$ cat src/include/pms_defines.vh
// Register map, field positions and reset values of the power mode sequencer
`ifndef PMS_DEFINES_VH
`define PMS_DEFINES_VH

`define PMS_ADDR_W             4
`define PMS_DATA_W             8

`define PMS_ADDR_PWR_FIRST     4'h0
`define PMS_ADDR_PWR_SECOND    4'h1
`define PMS_ADDR_REG_CTRL      4'h2
`define PMS_ADDR_CLK_CTRL      4'h3
`define PMS_ADDR_PERIPH_GATE   4'h4
`define PMS_ADDR_TMR_CLK       4'h5
`define PMS_ADDR_MODE_STAT     4'h6
`define PMS_ADDR_WAKE_CAUSE    4'h7

`define PMS_BIT_IDLE           0
`define PMS_BIT_STOP           1
`define PMS_BIT_SUSPEND        0
`define PMS_BIT_SNOOZE         1
`define PMS_BIT_LDO_OFF        0
`define PMS_BIT_VREG5_EN       1

`define PMS_CLK_SRC_LSB        0
`define PMS_CLK_SRC_MSB        1
`define PMS_CLK_DIV_LSB        2
`define PMS_CLK_DIV_MSB        4
`define PMS_CLK_PRESCALE       5

`define PMS_SRC_FAST_24M       2'h0
`define PMS_SRC_FAST_49M       2'h1
`define PMS_SRC_EXT            2'h2
`define PMS_SRC_SLOW           2'h3

`define PMS_RST_CLK_SRC        2'h0
`define PMS_RST_CLK_DIV        3'h3
`define PMS_RST_PERIPH_GATE    8'h00
`define PMS_RST_REG_CTRL       2'h0
`define PMS_RST_TMR_CLK        2'h0

`define PMS_SLOW_TMR_DIV       3'h3
`define PMS_NUM_WAKE           5

`endif

$ cat src/hdl/pms_clk_div.v
// Tick divider: optional 1.5x prescale followed by a power-of-two divider
`timescale 1ns/100ps
`default_nettype none

module pms_clk_div #(
  parameter CNT_W = 7
) (
  input  wire             clk,
  input  wire             srst,
  input  wire             in_tick,
  input  wire             prescale,
  input  wire [2:0]       div_sel,
  output reg              out_tick
);

  reg  [1:0]       pre_cnt;
  reg  [CNT_W-1:0] cnt;
  wire             pre_pass;
  wire [CNT_W-1:0] mask;

  // Two of every three input ticks pass, giving divide by 1.5
  assign pre_pass = in_tick & (~prescale | (pre_cnt != 2'h2));
  assign mask     = ({CNT_W{1'b1}} >> (CNT_W - div_sel)) & {CNT_W{1'b1}};

  always @(posedge clk) begin
    if (srst) begin
      pre_cnt  <= 2'h0;
      cnt      <= {CNT_W{1'b0}};
      out_tick <= 1'b0;
    end else begin
      if (in_tick) begin
        pre_cnt <= (pre_cnt == 2'h2) ? 2'h0 : pre_cnt + 2'h1;
      end
      if (pre_pass) begin
        cnt <= cnt + {{(CNT_W-1){1'b0}}, 1'b1};
      end
      out_tick <= pre_pass & ((cnt & mask) == mask);
    end
  end

endmodule // pms_clk_div

`default_nettype wire

$ cat src/hdl/pms_top.v
// Power mode sequencer: mode state machine, clock and regulator controls
`timescale 1ns/100ps
`default_nettype none
`include "pms_defines.vh"

// Contract
// [RULE_01] Normal mode keeps core and all peripherals clocked. Code clocks only peripherals set in periph_gate (reset 0).
// [RULE_02] Idle bit halts core, peripherals stay clocked; any interrupt resumes.
// [RULE_03] Software selects the 24.5 MHz source before setting suspend.
// [RULE_04] Suspend halts clocks, stops both fast oscillators, regulators normal bias.
// [RULE_05] Software selects the 24.5 MHz source before setting snooze.
// [RULE_06] Snooze halts clocks, stops fast oscillators, regulators in low bias.
// [RULE_07] Suspend and snooze wake on timer 4, SPI, I2C, port match, comparator fall.
// [RULE_08] Timers 3 and 4 may count slow oscillator divided by 8.
// [RULE_09] Software clears the LDO-off flag, then sets stop, for stop mode.
// [RULE_10] Stop cuts power nets, keeps core LDO, holds pins, exits on reset.
// [RULE_11] LDO-off flag then stop enters shutdown with the core LDO off.
// [RULE_12] Shutdown exits only on reset pin or power-on reset.
// [RULE_13] The 5 V regulator stays on in stop and shutdown if enabled.
// [RULE_14] After reset the clock is 24.5 MHz source divided by 8.
// [RULE_15] Divider offers powers of two from 1 through 128.
// [RULE_16] Fast oscillators offer an optional 1.5x prescaler.
// [RULE_17] Unused digital peripherals have their clocks gated off.
// [RULE_18] Mode request bits read back cleared after wake.
module pms_top #(
  parameter PERIPH_N = 8
) (
  input  wire                   clk,
  input  wire                   srst,
  input  wire [`PMS_ADDR_W-1:0] reg_addr,
  input  wire [`PMS_DATA_W-1:0] reg_wdata,
  input  wire                   reg_wr,
  input  wire                   reg_rd,
  output reg  [`PMS_DATA_W-1:0] reg_rdata,
  input  wire                   irq_any,
  input  wire                   other_reset,
  input  wire                   reset_pin_n,
  input  wire                   power_on_reset,
  input  wire                   timer4_event,
  input  wire                   serial_periph_port_act,
  input  wire                   two_wire_slave_port_act,
  input  wire                   port_match,
  input  wire                   cmp0_out,
  input  wire                   slow_osc_80k,
  output wire                   core_clk_en,
  output wire [PERIPH_N-1:0]    periph_clk_en,
  output wire                   fast_osc_24m_en,
  output wire                   fast_osc_49m_en,
  output wire                   slow_osc_80k_en,
  output wire                   reg_low_bias,
  output wire                   core_ldo_en,
  output wire                   vreg5_en,
  output wire                   power_nets_en,
  output wire                   pin_hold,
  output reg                    sys_reset_req,
  output wire [1:0]             clk_src_sel,
  output wire                   system_clock_tick,
  output wire                   timer3_slow_tick,
  output wire                   timer4_slow_tick
);

  localparam [5:0] ST_NORMAL   = 6'h01;
  localparam [5:0] ST_IDLE     = 6'h02;
  localparam [5:0] ST_SUSPEND  = 6'h04;
  localparam [5:0] ST_SNOOZE   = 6'h08;
  localparam [5:0] ST_STOP     = 6'h10;
  localparam [5:0] ST_SHUTDOWN = 6'h20;

  localparam SYNC_N = 8;

  reg  [5:0]          state;
  reg  [5:0]          next_state;
  reg  [1:0]          clk_src;
  reg  [2:0]          clk_div;
  reg                 clk_prescale;
  reg  [PERIPH_N-1:0] periph_gate;
  reg                 ldo_off_flag;
  reg                 vreg5_enable;
  reg  [1:0]          tmr_slow_sel;
  reg  [`PMS_NUM_WAKE-1:0] wake_cause;
  reg  [SYNC_N-1:0]   sync_a;
  reg  [SYNC_N-1:0]   sync_b;
  reg                 cmp0_prev;
  reg                 slow_prev;
  reg                 go_normal;

  wire [SYNC_N-1:0]   async_in;
  wire                pin_rst;
  wire                por_rst;
  wire                cmp0_fall;
  wire                slow_edge;
  wire [`PMS_NUM_WAKE-1:0] wake_vec;
  wire                wake_any;
  wire                in_active;
  wire                in_low_clk;
  wire                in_off;
  wire                wr_first;
  wire                wr_second;
  wire                req_idle;
  wire                req_stop;
  wire                req_suspend;
  wire                req_snooze;
  wire                src_ok;
  wire                slow_tmr_tick;

  // Pins and foreign clocks cross through two flops first
  assign async_in = {slow_osc_80k, cmp0_out, port_match, two_wire_slave_port_act,
                     serial_periph_port_act, timer4_event, power_on_reset, ~reset_pin_n};

  genvar gi;
  generate
    for (gi = 0; gi < SYNC_N; gi = gi + 1) begin : g_sync
      always @(posedge clk) begin
        if (srst) begin
          sync_a[gi] <= 1'b0;
          sync_b[gi] <= 1'b0;
        end else begin
          sync_a[gi] <= async_in[gi];
          sync_b[gi] <= sync_a[gi];
        end
      end
    end
  endgenerate

  always @(posedge clk) begin
    if (srst) begin
      cmp0_prev <= 1'b0;
      slow_prev <= 1'b0;
    end else begin
      cmp0_prev <= sync_b[6];
      slow_prev <= sync_b[7];
    end
  end

  assign pin_rst   = sync_b[0];
  assign por_rst   = sync_b[1];
  assign cmp0_fall = cmp0_prev & ~sync_b[6];
  assign slow_edge = sync_b[7] & ~slow_prev;

  // [RULE_07] Low power wake sources
  assign wake_vec = {cmp0_fall, sync_b[5], sync_b[4], sync_b[3], sync_b[2]};
  assign wake_any = |wake_vec;

  assign in_active  = (state == ST_NORMAL) | (state == ST_IDLE);
  assign in_low_clk = (state == ST_SUSPEND) | (state == ST_SNOOZE);
  assign in_off     = (state == ST_STOP) | (state == ST_SHUTDOWN);

  assign wr_first  = reg_wr & (reg_addr == `PMS_ADDR_PWR_FIRST);
  assign wr_second = reg_wr & (reg_addr == `PMS_ADDR_PWR_SECOND);

  assign req_idle    = wr_first & reg_wdata[`PMS_BIT_IDLE];
  assign req_stop    = wr_first & reg_wdata[`PMS_BIT_STOP];
  assign req_suspend = wr_second & reg_wdata[`PMS_BIT_SUSPEND];
  assign req_snooze  = wr_second & reg_wdata[`PMS_BIT_SNOOZE];

  // [RULE_03] Entry refused unless on the 24.5 MHz source
  // [RULE_05] Same guard for snooze entry
  assign src_ok = (clk_src == `PMS_SRC_FAST_24M);

  // Mode state machine; deeper modes win when several bits are set at once
  always @* begin
    next_state = state;
    go_normal  = 1'b0;
    case (state)
      ST_NORMAL: begin
        if (req_stop) begin
          // [RULE_09] Flag clear selects stop
          // [RULE_11] Flag set selects shutdown
          next_state = ldo_off_flag ? ST_SHUTDOWN : ST_STOP;
        end else if (req_snooze & src_ok) begin
          next_state = ST_SNOOZE;
        end else if (req_suspend & src_ok) begin
          next_state = ST_SUSPEND;
        end else if (req_idle) begin
          next_state = ST_IDLE;
        end
      end
      ST_IDLE: begin
        // [RULE_02] Any interrupt resumes
        if (irq_any | wake_any) begin
          next_state = ST_NORMAL;
        end
      end
      ST_SUSPEND, ST_SNOOZE: begin
        // [RULE_07] Resume on wake event
        if (wake_any) begin
          next_state = ST_NORMAL;
        end
      end
      ST_STOP: begin
        // [RULE_10] Any reset source leaves stop
        if (pin_rst | por_rst | other_reset) begin
          next_state = ST_NORMAL;
          go_normal  = 1'b1;
        end
      end
      ST_SHUTDOWN: begin
        // [RULE_12] Only pin or power-on reset
        if (pin_rst | por_rst) begin
          next_state = ST_NORMAL;
          go_normal  = 1'b1;
        end
      end
      default: begin
        next_state = ST_NORMAL;
      end
    endcase
  end

  always @(posedge clk) begin
    if (srst) begin
      state         <= ST_NORMAL;
      sys_reset_req <= 1'b0;
      wake_cause    <= {`PMS_NUM_WAKE{1'b0}};
    end else begin
      state         <= next_state;
      sys_reset_req <= go_normal;
      // Cause kept for software after a low power wake
      if (in_low_clk & wake_any) begin
        wake_cause <= wake_vec;
      end
    end
  end

  // Software settings; a reset from stop also restores defaults
  always @(posedge clk) begin
    if (srst | go_normal) begin
      // [RULE_14] Default 24.5 MHz divided by 8
      clk_src      <= `PMS_RST_CLK_SRC;
      clk_div      <= `PMS_RST_CLK_DIV;
      clk_prescale <= 1'b0;
      periph_gate  <= `PMS_RST_PERIPH_GATE;
      tmr_slow_sel <= `PMS_RST_TMR_CLK;
    end else if (reg_wr & (state == ST_NORMAL)) begin
      case (reg_addr)
        `PMS_ADDR_CLK_CTRL: begin
          clk_src      <= reg_wdata[`PMS_CLK_SRC_MSB:`PMS_CLK_SRC_LSB];
          clk_div      <= reg_wdata[`PMS_CLK_DIV_MSB:`PMS_CLK_DIV_LSB];
          clk_prescale <= reg_wdata[`PMS_CLK_PRESCALE];
        end
        `PMS_ADDR_PERIPH_GATE: begin
          periph_gate <= reg_wdata[PERIPH_N-1:0];
        end
        `PMS_ADDR_TMR_CLK: begin
          tmr_slow_sel <= reg_wdata[1:0];
        end
        default: begin
          periph_gate <= periph_gate;
        end
      endcase
    end
  end

  // Regulator bits survive a stop exit so the 5 V supply is not dropped
  always @(posedge clk) begin
    if (srst) begin
      ldo_off_flag <= 1'b0;
      vreg5_enable <= 1'b0;
    end else if (reg_wr & (reg_addr == `PMS_ADDR_REG_CTRL) & (state == ST_NORMAL)) begin
      ldo_off_flag <= reg_wdata[`PMS_BIT_LDO_OFF];
      vreg5_enable <= reg_wdata[`PMS_BIT_VREG5_EN];
    end
  end

  // Register read port, data one cycle after the strobe
  always @(posedge clk) begin
    if (srst) begin
      reg_rdata <= {`PMS_DATA_W{1'b0}};
    end else if (reg_rd) begin
      case (reg_addr)
        `PMS_ADDR_PWR_FIRST: begin
          // [RULE_18] Bits reflect the live mode only
          reg_rdata <= {6'h00, in_off, state == ST_IDLE};
        end
        `PMS_ADDR_PWR_SECOND: begin
          reg_rdata <= {6'h00, state == ST_SNOOZE, state == ST_SUSPEND};
        end
        `PMS_ADDR_REG_CTRL: begin
          reg_rdata <= {6'h00, vreg5_enable, ldo_off_flag};
        end
        `PMS_ADDR_CLK_CTRL: begin
          reg_rdata <= {2'h0, clk_prescale, clk_div, clk_src};
        end
        `PMS_ADDR_PERIPH_GATE: begin
          reg_rdata <= periph_gate;
        end
        `PMS_ADDR_TMR_CLK: begin
          reg_rdata <= {6'h00, tmr_slow_sel};
        end
        `PMS_ADDR_MODE_STAT: begin
          reg_rdata <= {2'h0, state};
        end
        `PMS_ADDR_WAKE_CAUSE: begin
          reg_rdata <= {3'h0, wake_cause};
        end
        default: begin
          reg_rdata <= {`PMS_DATA_W{1'b0}};
        end
      endcase
    end else begin
      reg_rdata <= {`PMS_DATA_W{1'b0}};
    end
  end

  // [RULE_01] Core runs only in normal
  assign core_clk_en = (state == ST_NORMAL);

  // [RULE_17] Gate unused peripherals
  assign periph_clk_en = in_active ? periph_gate : {PERIPH_N{1'b0}};

  // [RULE_04] Fast oscillators stop outside active modes
  assign fast_osc_24m_en = in_active;
  assign fast_osc_49m_en = in_active & (clk_src == `PMS_SRC_FAST_49M);
  assign slow_osc_80k_en = ~in_off;

  // [RULE_06] Low bias only in snooze
  assign reg_low_bias = (state == ST_SNOOZE);

  // [RULE_10] Power nets off, pins held
  assign power_nets_en = ~in_off;
  assign pin_hold      = in_off;

  // [RULE_11] Core LDO off in shutdown
  assign core_ldo_en = (state != ST_SHUTDOWN);

  // [RULE_13] 5 V regulator follows its enable
  assign vreg5_en = vreg5_enable;

  assign clk_src_sel = clk_src;

  // [RULE_15] Power-of-two system divider
  // [RULE_16] Prescale only on the fast sources
  pms_clk_div #(
    .CNT_W    (7)
  ) u_sys_div (
    .clk      (clk),
    .srst     (srst),
    .in_tick  (1'b1),
    .prescale (clk_prescale & ~clk_src[1]),
    .div_sel  (clk_div),
    .out_tick (system_clock_tick)
  );

  // [RULE_08] Slow oscillator divided by 8 for timers
  pms_clk_div #(
    .CNT_W    (7)
  ) u_tmr_div (
    .clk      (clk),
    .srst     (srst),
    .in_tick  (slow_edge),
    .prescale (1'b0),
    .div_sel  (`PMS_SLOW_TMR_DIV),
    .out_tick (slow_tmr_tick)
  );

  // Not available once power nets are down
  assign timer3_slow_tick = slow_tmr_tick & tmr_slow_sel[0] & ~in_off;
  assign timer4_slow_tick = slow_tmr_tick & tmr_slow_sel[1] & ~in_off;

endmodule // pms_top

`default_nettype wire

$ cat config.mk
export PLATFORM = sky130hd
export DESIGN_NAME = pms_top
export DESIGN_NICKNAME = d
export VERILOG_FILES = /design/src/hdl/pms_clk_div.v /design/src/hdl/pms_top.v
export VERILOG_INCLUDE_DIRS = /design/src /design/src/include
export SDC_FILE = /design/constraint.sdc
export NUM_CORES = 1
export LEC_CHECK = 0
export ABC_AREA = 1
export ABC_CLOCK_PERIOD_IN_PS = 1450
export BUFFER_PORTS_ARGS = -buffer_cell sky130_fd_sc_hd__buf_2
export CAP_MARGIN = 10
export CORE_MARGIN = 2
export CORE_UTILIZATION = 50
export CTS_CLUSTER_DIAMETER = 50
export DETAILED_ROUTE_END_ITERATION = 8
export PLACE_DENSITY = 0.76
export SLEW_MARGIN = 5
export SYNTH_ARGS = -nofsm -noshare
export SYNTH_HDL_FRONTEND = slang
export SYNTH_SLANG_ARGS = --single-unit
$ cat constraint.sdc
create_clock -name clk -period 1.45 [get_ports clk]
set_clock_uncertainty 0.2 [all_clocks]
set_input_delay 0.145 -clock clk [delete_from_list [all_inputs] [get_ports clk]]
set_output_delay 0.145 -clock clk [all_outputs]
set_load 0.005 [all_outputs]
==> flow_summary_export.csv <==
group,metric,value,unit
hold_path,min_path_cells,4,
sta,fin_crit,1.96,ns
synth,yosys.area.top_type_share,45.7,%
clock_tree,clk_pin_slew_worst_paths,0.09,ns
drt,vias_per_cell,5.83,
pwr,power.switching,2290,uW
sta,rsz0062_at_grt,"true",
hold_path,hp-class,"in -> reg",
drt,post-route-drc-count,0,
floorplanning,core_area,5920,sq um
synth,ys.flop_type,"dfxtp_1",
global_route,grtUsageTotal,29.6,%
critical_path,cp.depth,9,
pwr,pwr-share-seq,34.2,%
final_layout,diodes,0,
final_layout,final_cell_mix,"inv_1 (70), nor2_1 (68), dfxtp_1 (63)",
global_route,grt_pass1_wl,14.9,mm
clock_tree,cts_tree,"built",
drt,drt_wl_total,12.1,mm
sta,worstMarginPinSlew,0.589,ns
global_route,grt_use_met1,32.3,%
critical_path,ff2ff_setup_slack,-0.51,ns
critical_path,cp-start-kind,"register",
floorplanning,die_w,82.3,um
synth,synth.area.top_cells,"dfxtp_1 (46%), inv_1 (9.5%), nor2_1 (9.3%), nand2_1 (7.8%), a21oi_1 (5.1%)",
sta,max_freq,0.510,GHz
global_route,met2_usage,47.3,%
floorplanning,ioPinCount,57,
pwr,clockPowerShare,25.9,%
clock_tree,clock_latency,0.35,ns
sta,period_share,135,%
final_layout,final_common_cell,"inv_1",
sta,slew_violations,0,
final_layout,drive_above_1_share,39.8,%
global_route,gr-total-overflow,0,
floorplanning,initial_utilization,51.8,%
critical_path,cp_num_buf_inv,3,
critical_path,crit_path_end_kind,"register",
clock_tree,cts.sinks,70,
drt,via_count,3808,
critical_path,path_max_fanout,6,
drt,drtIter0Drc,464,
global_route,grt_max_degree,22,
outcome,violations,"negative setup slack",
critical_path,cpPeakStageDelay,0.35,ns
place,port_buffers,56,
hold_path,min_to,"vreg5_en",
critical_path,crit_chain,"nor2_4, buf_6, nand4_4, buf_6, nor2_4, nand2_4, clkinvlp_4, o21ai_1, nor2_1",
critical_path,cp.required,1.52,ns
synth,syn-cell-area,3070,sq um
synth,syn-num-nets,461,
synth,ys_ff_latch,70,
job,drv_cap,0,
critical_path,path_class,"reg -> reg",
final_layout,utilization,80.5,%
final_layout,syn2layout_area_growth,55.3,%
floorplanning,fp.dieH,82.3,um
place,gp_congestion,0.885,
clock_tree,root_buffer,"clkbuf_8",
synth,synthArstFlopShare,0,%
synth,avgSynthCellArea,7.12,sq um
final_layout,fin_nets,604,
critical_path,worst_path_max_delay_cell,"dfxtp_2",
outcome,status,"finished, violations left",
place,dp_hpwl,5.43,mm
clock_tree,htree_levels,3,
pwr,p_leak,0.00231,uW
floorplanning,dieArea,6780,sq um
global_route,grt_use_met3,9.57,%
global_route,grt_pass1_vias,3241,
sta,slew_headroom,60.4,%
global_route,busiest_layer,"met2",
synth,yosysUniqueCellTypes,36,
drt,ant_nets,0,
drt,drtPass1Iterations,7,
sta,timing.hold.ws,0.119,ns
critical_path,r2r_end,"periph_gate[7]",
clock_tree,clockBufferDepth,2,
critical_path,crit_family,"simple AND/OR/NAND/NOR gates",
sta,finalHoldViolCount,0,
synth,yosysWarnings,0,
synth,yosys.area.top_type,"dfxtp_1",
sta,setup_slack,-0.510,ns
pwr,p_per_area,1310,nW/um^2
drt,avgRoutedWirePerCell,18.5,um
critical_path,rr_worst_depth,9,
clock_tree,numCtsBuffers,9,
pwr,combinationalPowerShare,39.9,%
synth,yosysSeqAreaShare,45.7,%
pwr,ir_drop,943,uV
pwr,p_int,3970,uW
sta,setup_viol,54,
synth,syn_inst,431,
global_route,antenna_found_initial,0,
critical_path,r2r_start,"state[2]",
hold_path,worstHoldStart,"reg_wr",
critical_path,worst_ep_arrival_time,2.03,ns
pwr,p_sw_share,36.5,%
floorplanning,rows,28,
synth,synth-edff-count,0,
power by group through the flow:
stage	clock (uW)	sequential [uW]	combinational, uW
2_1_floorplan	0	2140	764
3_3_place_gp	0	2140	1380
3_5_place_dp	0	2140	1420
4_1_cts	1600	2110	2000
5_1_grt	1720	2150	2590
6_report	1620	2140	2500
what timing repair did:
action,in CTS,in global routing
pin swaps,23,21
endpoints found under the setup margin,52,60
hold endpoints to repair,29,10
gates cloned,1,2
setup buffers,13,9
hold buffers,18,2
resized for setup,80,56
routing by layer:
metal,wire length (um),vias to the layer above
li1,-,1652
met1,4060,1687
met2,5560,339
met3,1350,130
met4,1100,0
met5,0,-
synthesized netlist by cell type (2+ instances only):
master,instances
o21ai_0,25
a21oi_1,31
nand2_1,64
nor3_1,15
nor2_2,3
nand2_2,4
a221oi_1,3
dfxtp_1,70
nor2_1,76
o21ai_1,12
nor2_4,3
inv_1,78
clkbuf_1,3
ha_1,4
nand3_1,15
inv_2,4
o211ai_1,2
logic make-up after synthesis:
group                      after synthesis  synth area share, %
adders and majority gates                4                 1.63
buffers and inverters                   90                 11.4
AOI/OAI and AO/OA                       81                 14.6
DFF                                     70                 45.7
and+or+nand+nor                        186                 26.7
through the flow:
step	TNS [ns]	instances	worst slack, ns	total power (uW)	area, sq um
after floorplan	-0.191	431	-0.0251	2910	3090
after global placement	-3.55	598	-0.119	3520	3760
after detailed placement	-5.09	598	-0.172	3560	3760
after CTS	-11.41	644	-0.380	5710	4540
after global routing	-21.10	653	-0.572	6450	4760
final	-18.06	653	-0.510	6260	4760
worst reg2reg max path: stages, from the launching register on:
cell and delay (ns):
dfxtp_2 0.35, nor2_4 0.17, buf_6 0.13, nand4_4 0.09, buf_6 0.16, nor2_4 0.25
nand2_4 0.15, clkinvlp_4 0.16, o21ai_1 0.09, nor2_1 0.14
worst max-delay path by stage:
stage	start	endpoint	slack, ns
detailed placement	u_sys_div.pre_cnt[0]	u_sys_div.out_tick	-0.17
global placement	state[5]	state[2]	-0.12
finish	state[2]	periph_gate[7]	-0.51
global route	state[2]	periph_gate[7]	-0.57
CTS	state[3]	slow_osc_80k_en	-0.38
floorplan	state[2]	clk_src_sel[0]	-0.03
registers in the layout, indices dropped and copies added, names as in the netlist, 5 cells and up:
name,flops
periph_gate,8
reg_rdata,8
state,6
sync_a,8
sync_b,6
u_sys_div.cnt,7
wake_cause,5
final cells by class:
cell class	count	area (sq um)
sequential	70	1420
clock inverter	5	58.8
clock buffer	10	138
tap	75	93.8
timing repair buffer	136	1010
timing repair inverter	1	7.51
multi-input combinational	273	1720
fill	334	1160
inverter	83	324
Note: power is estimated with default switching activity, not from simulation.
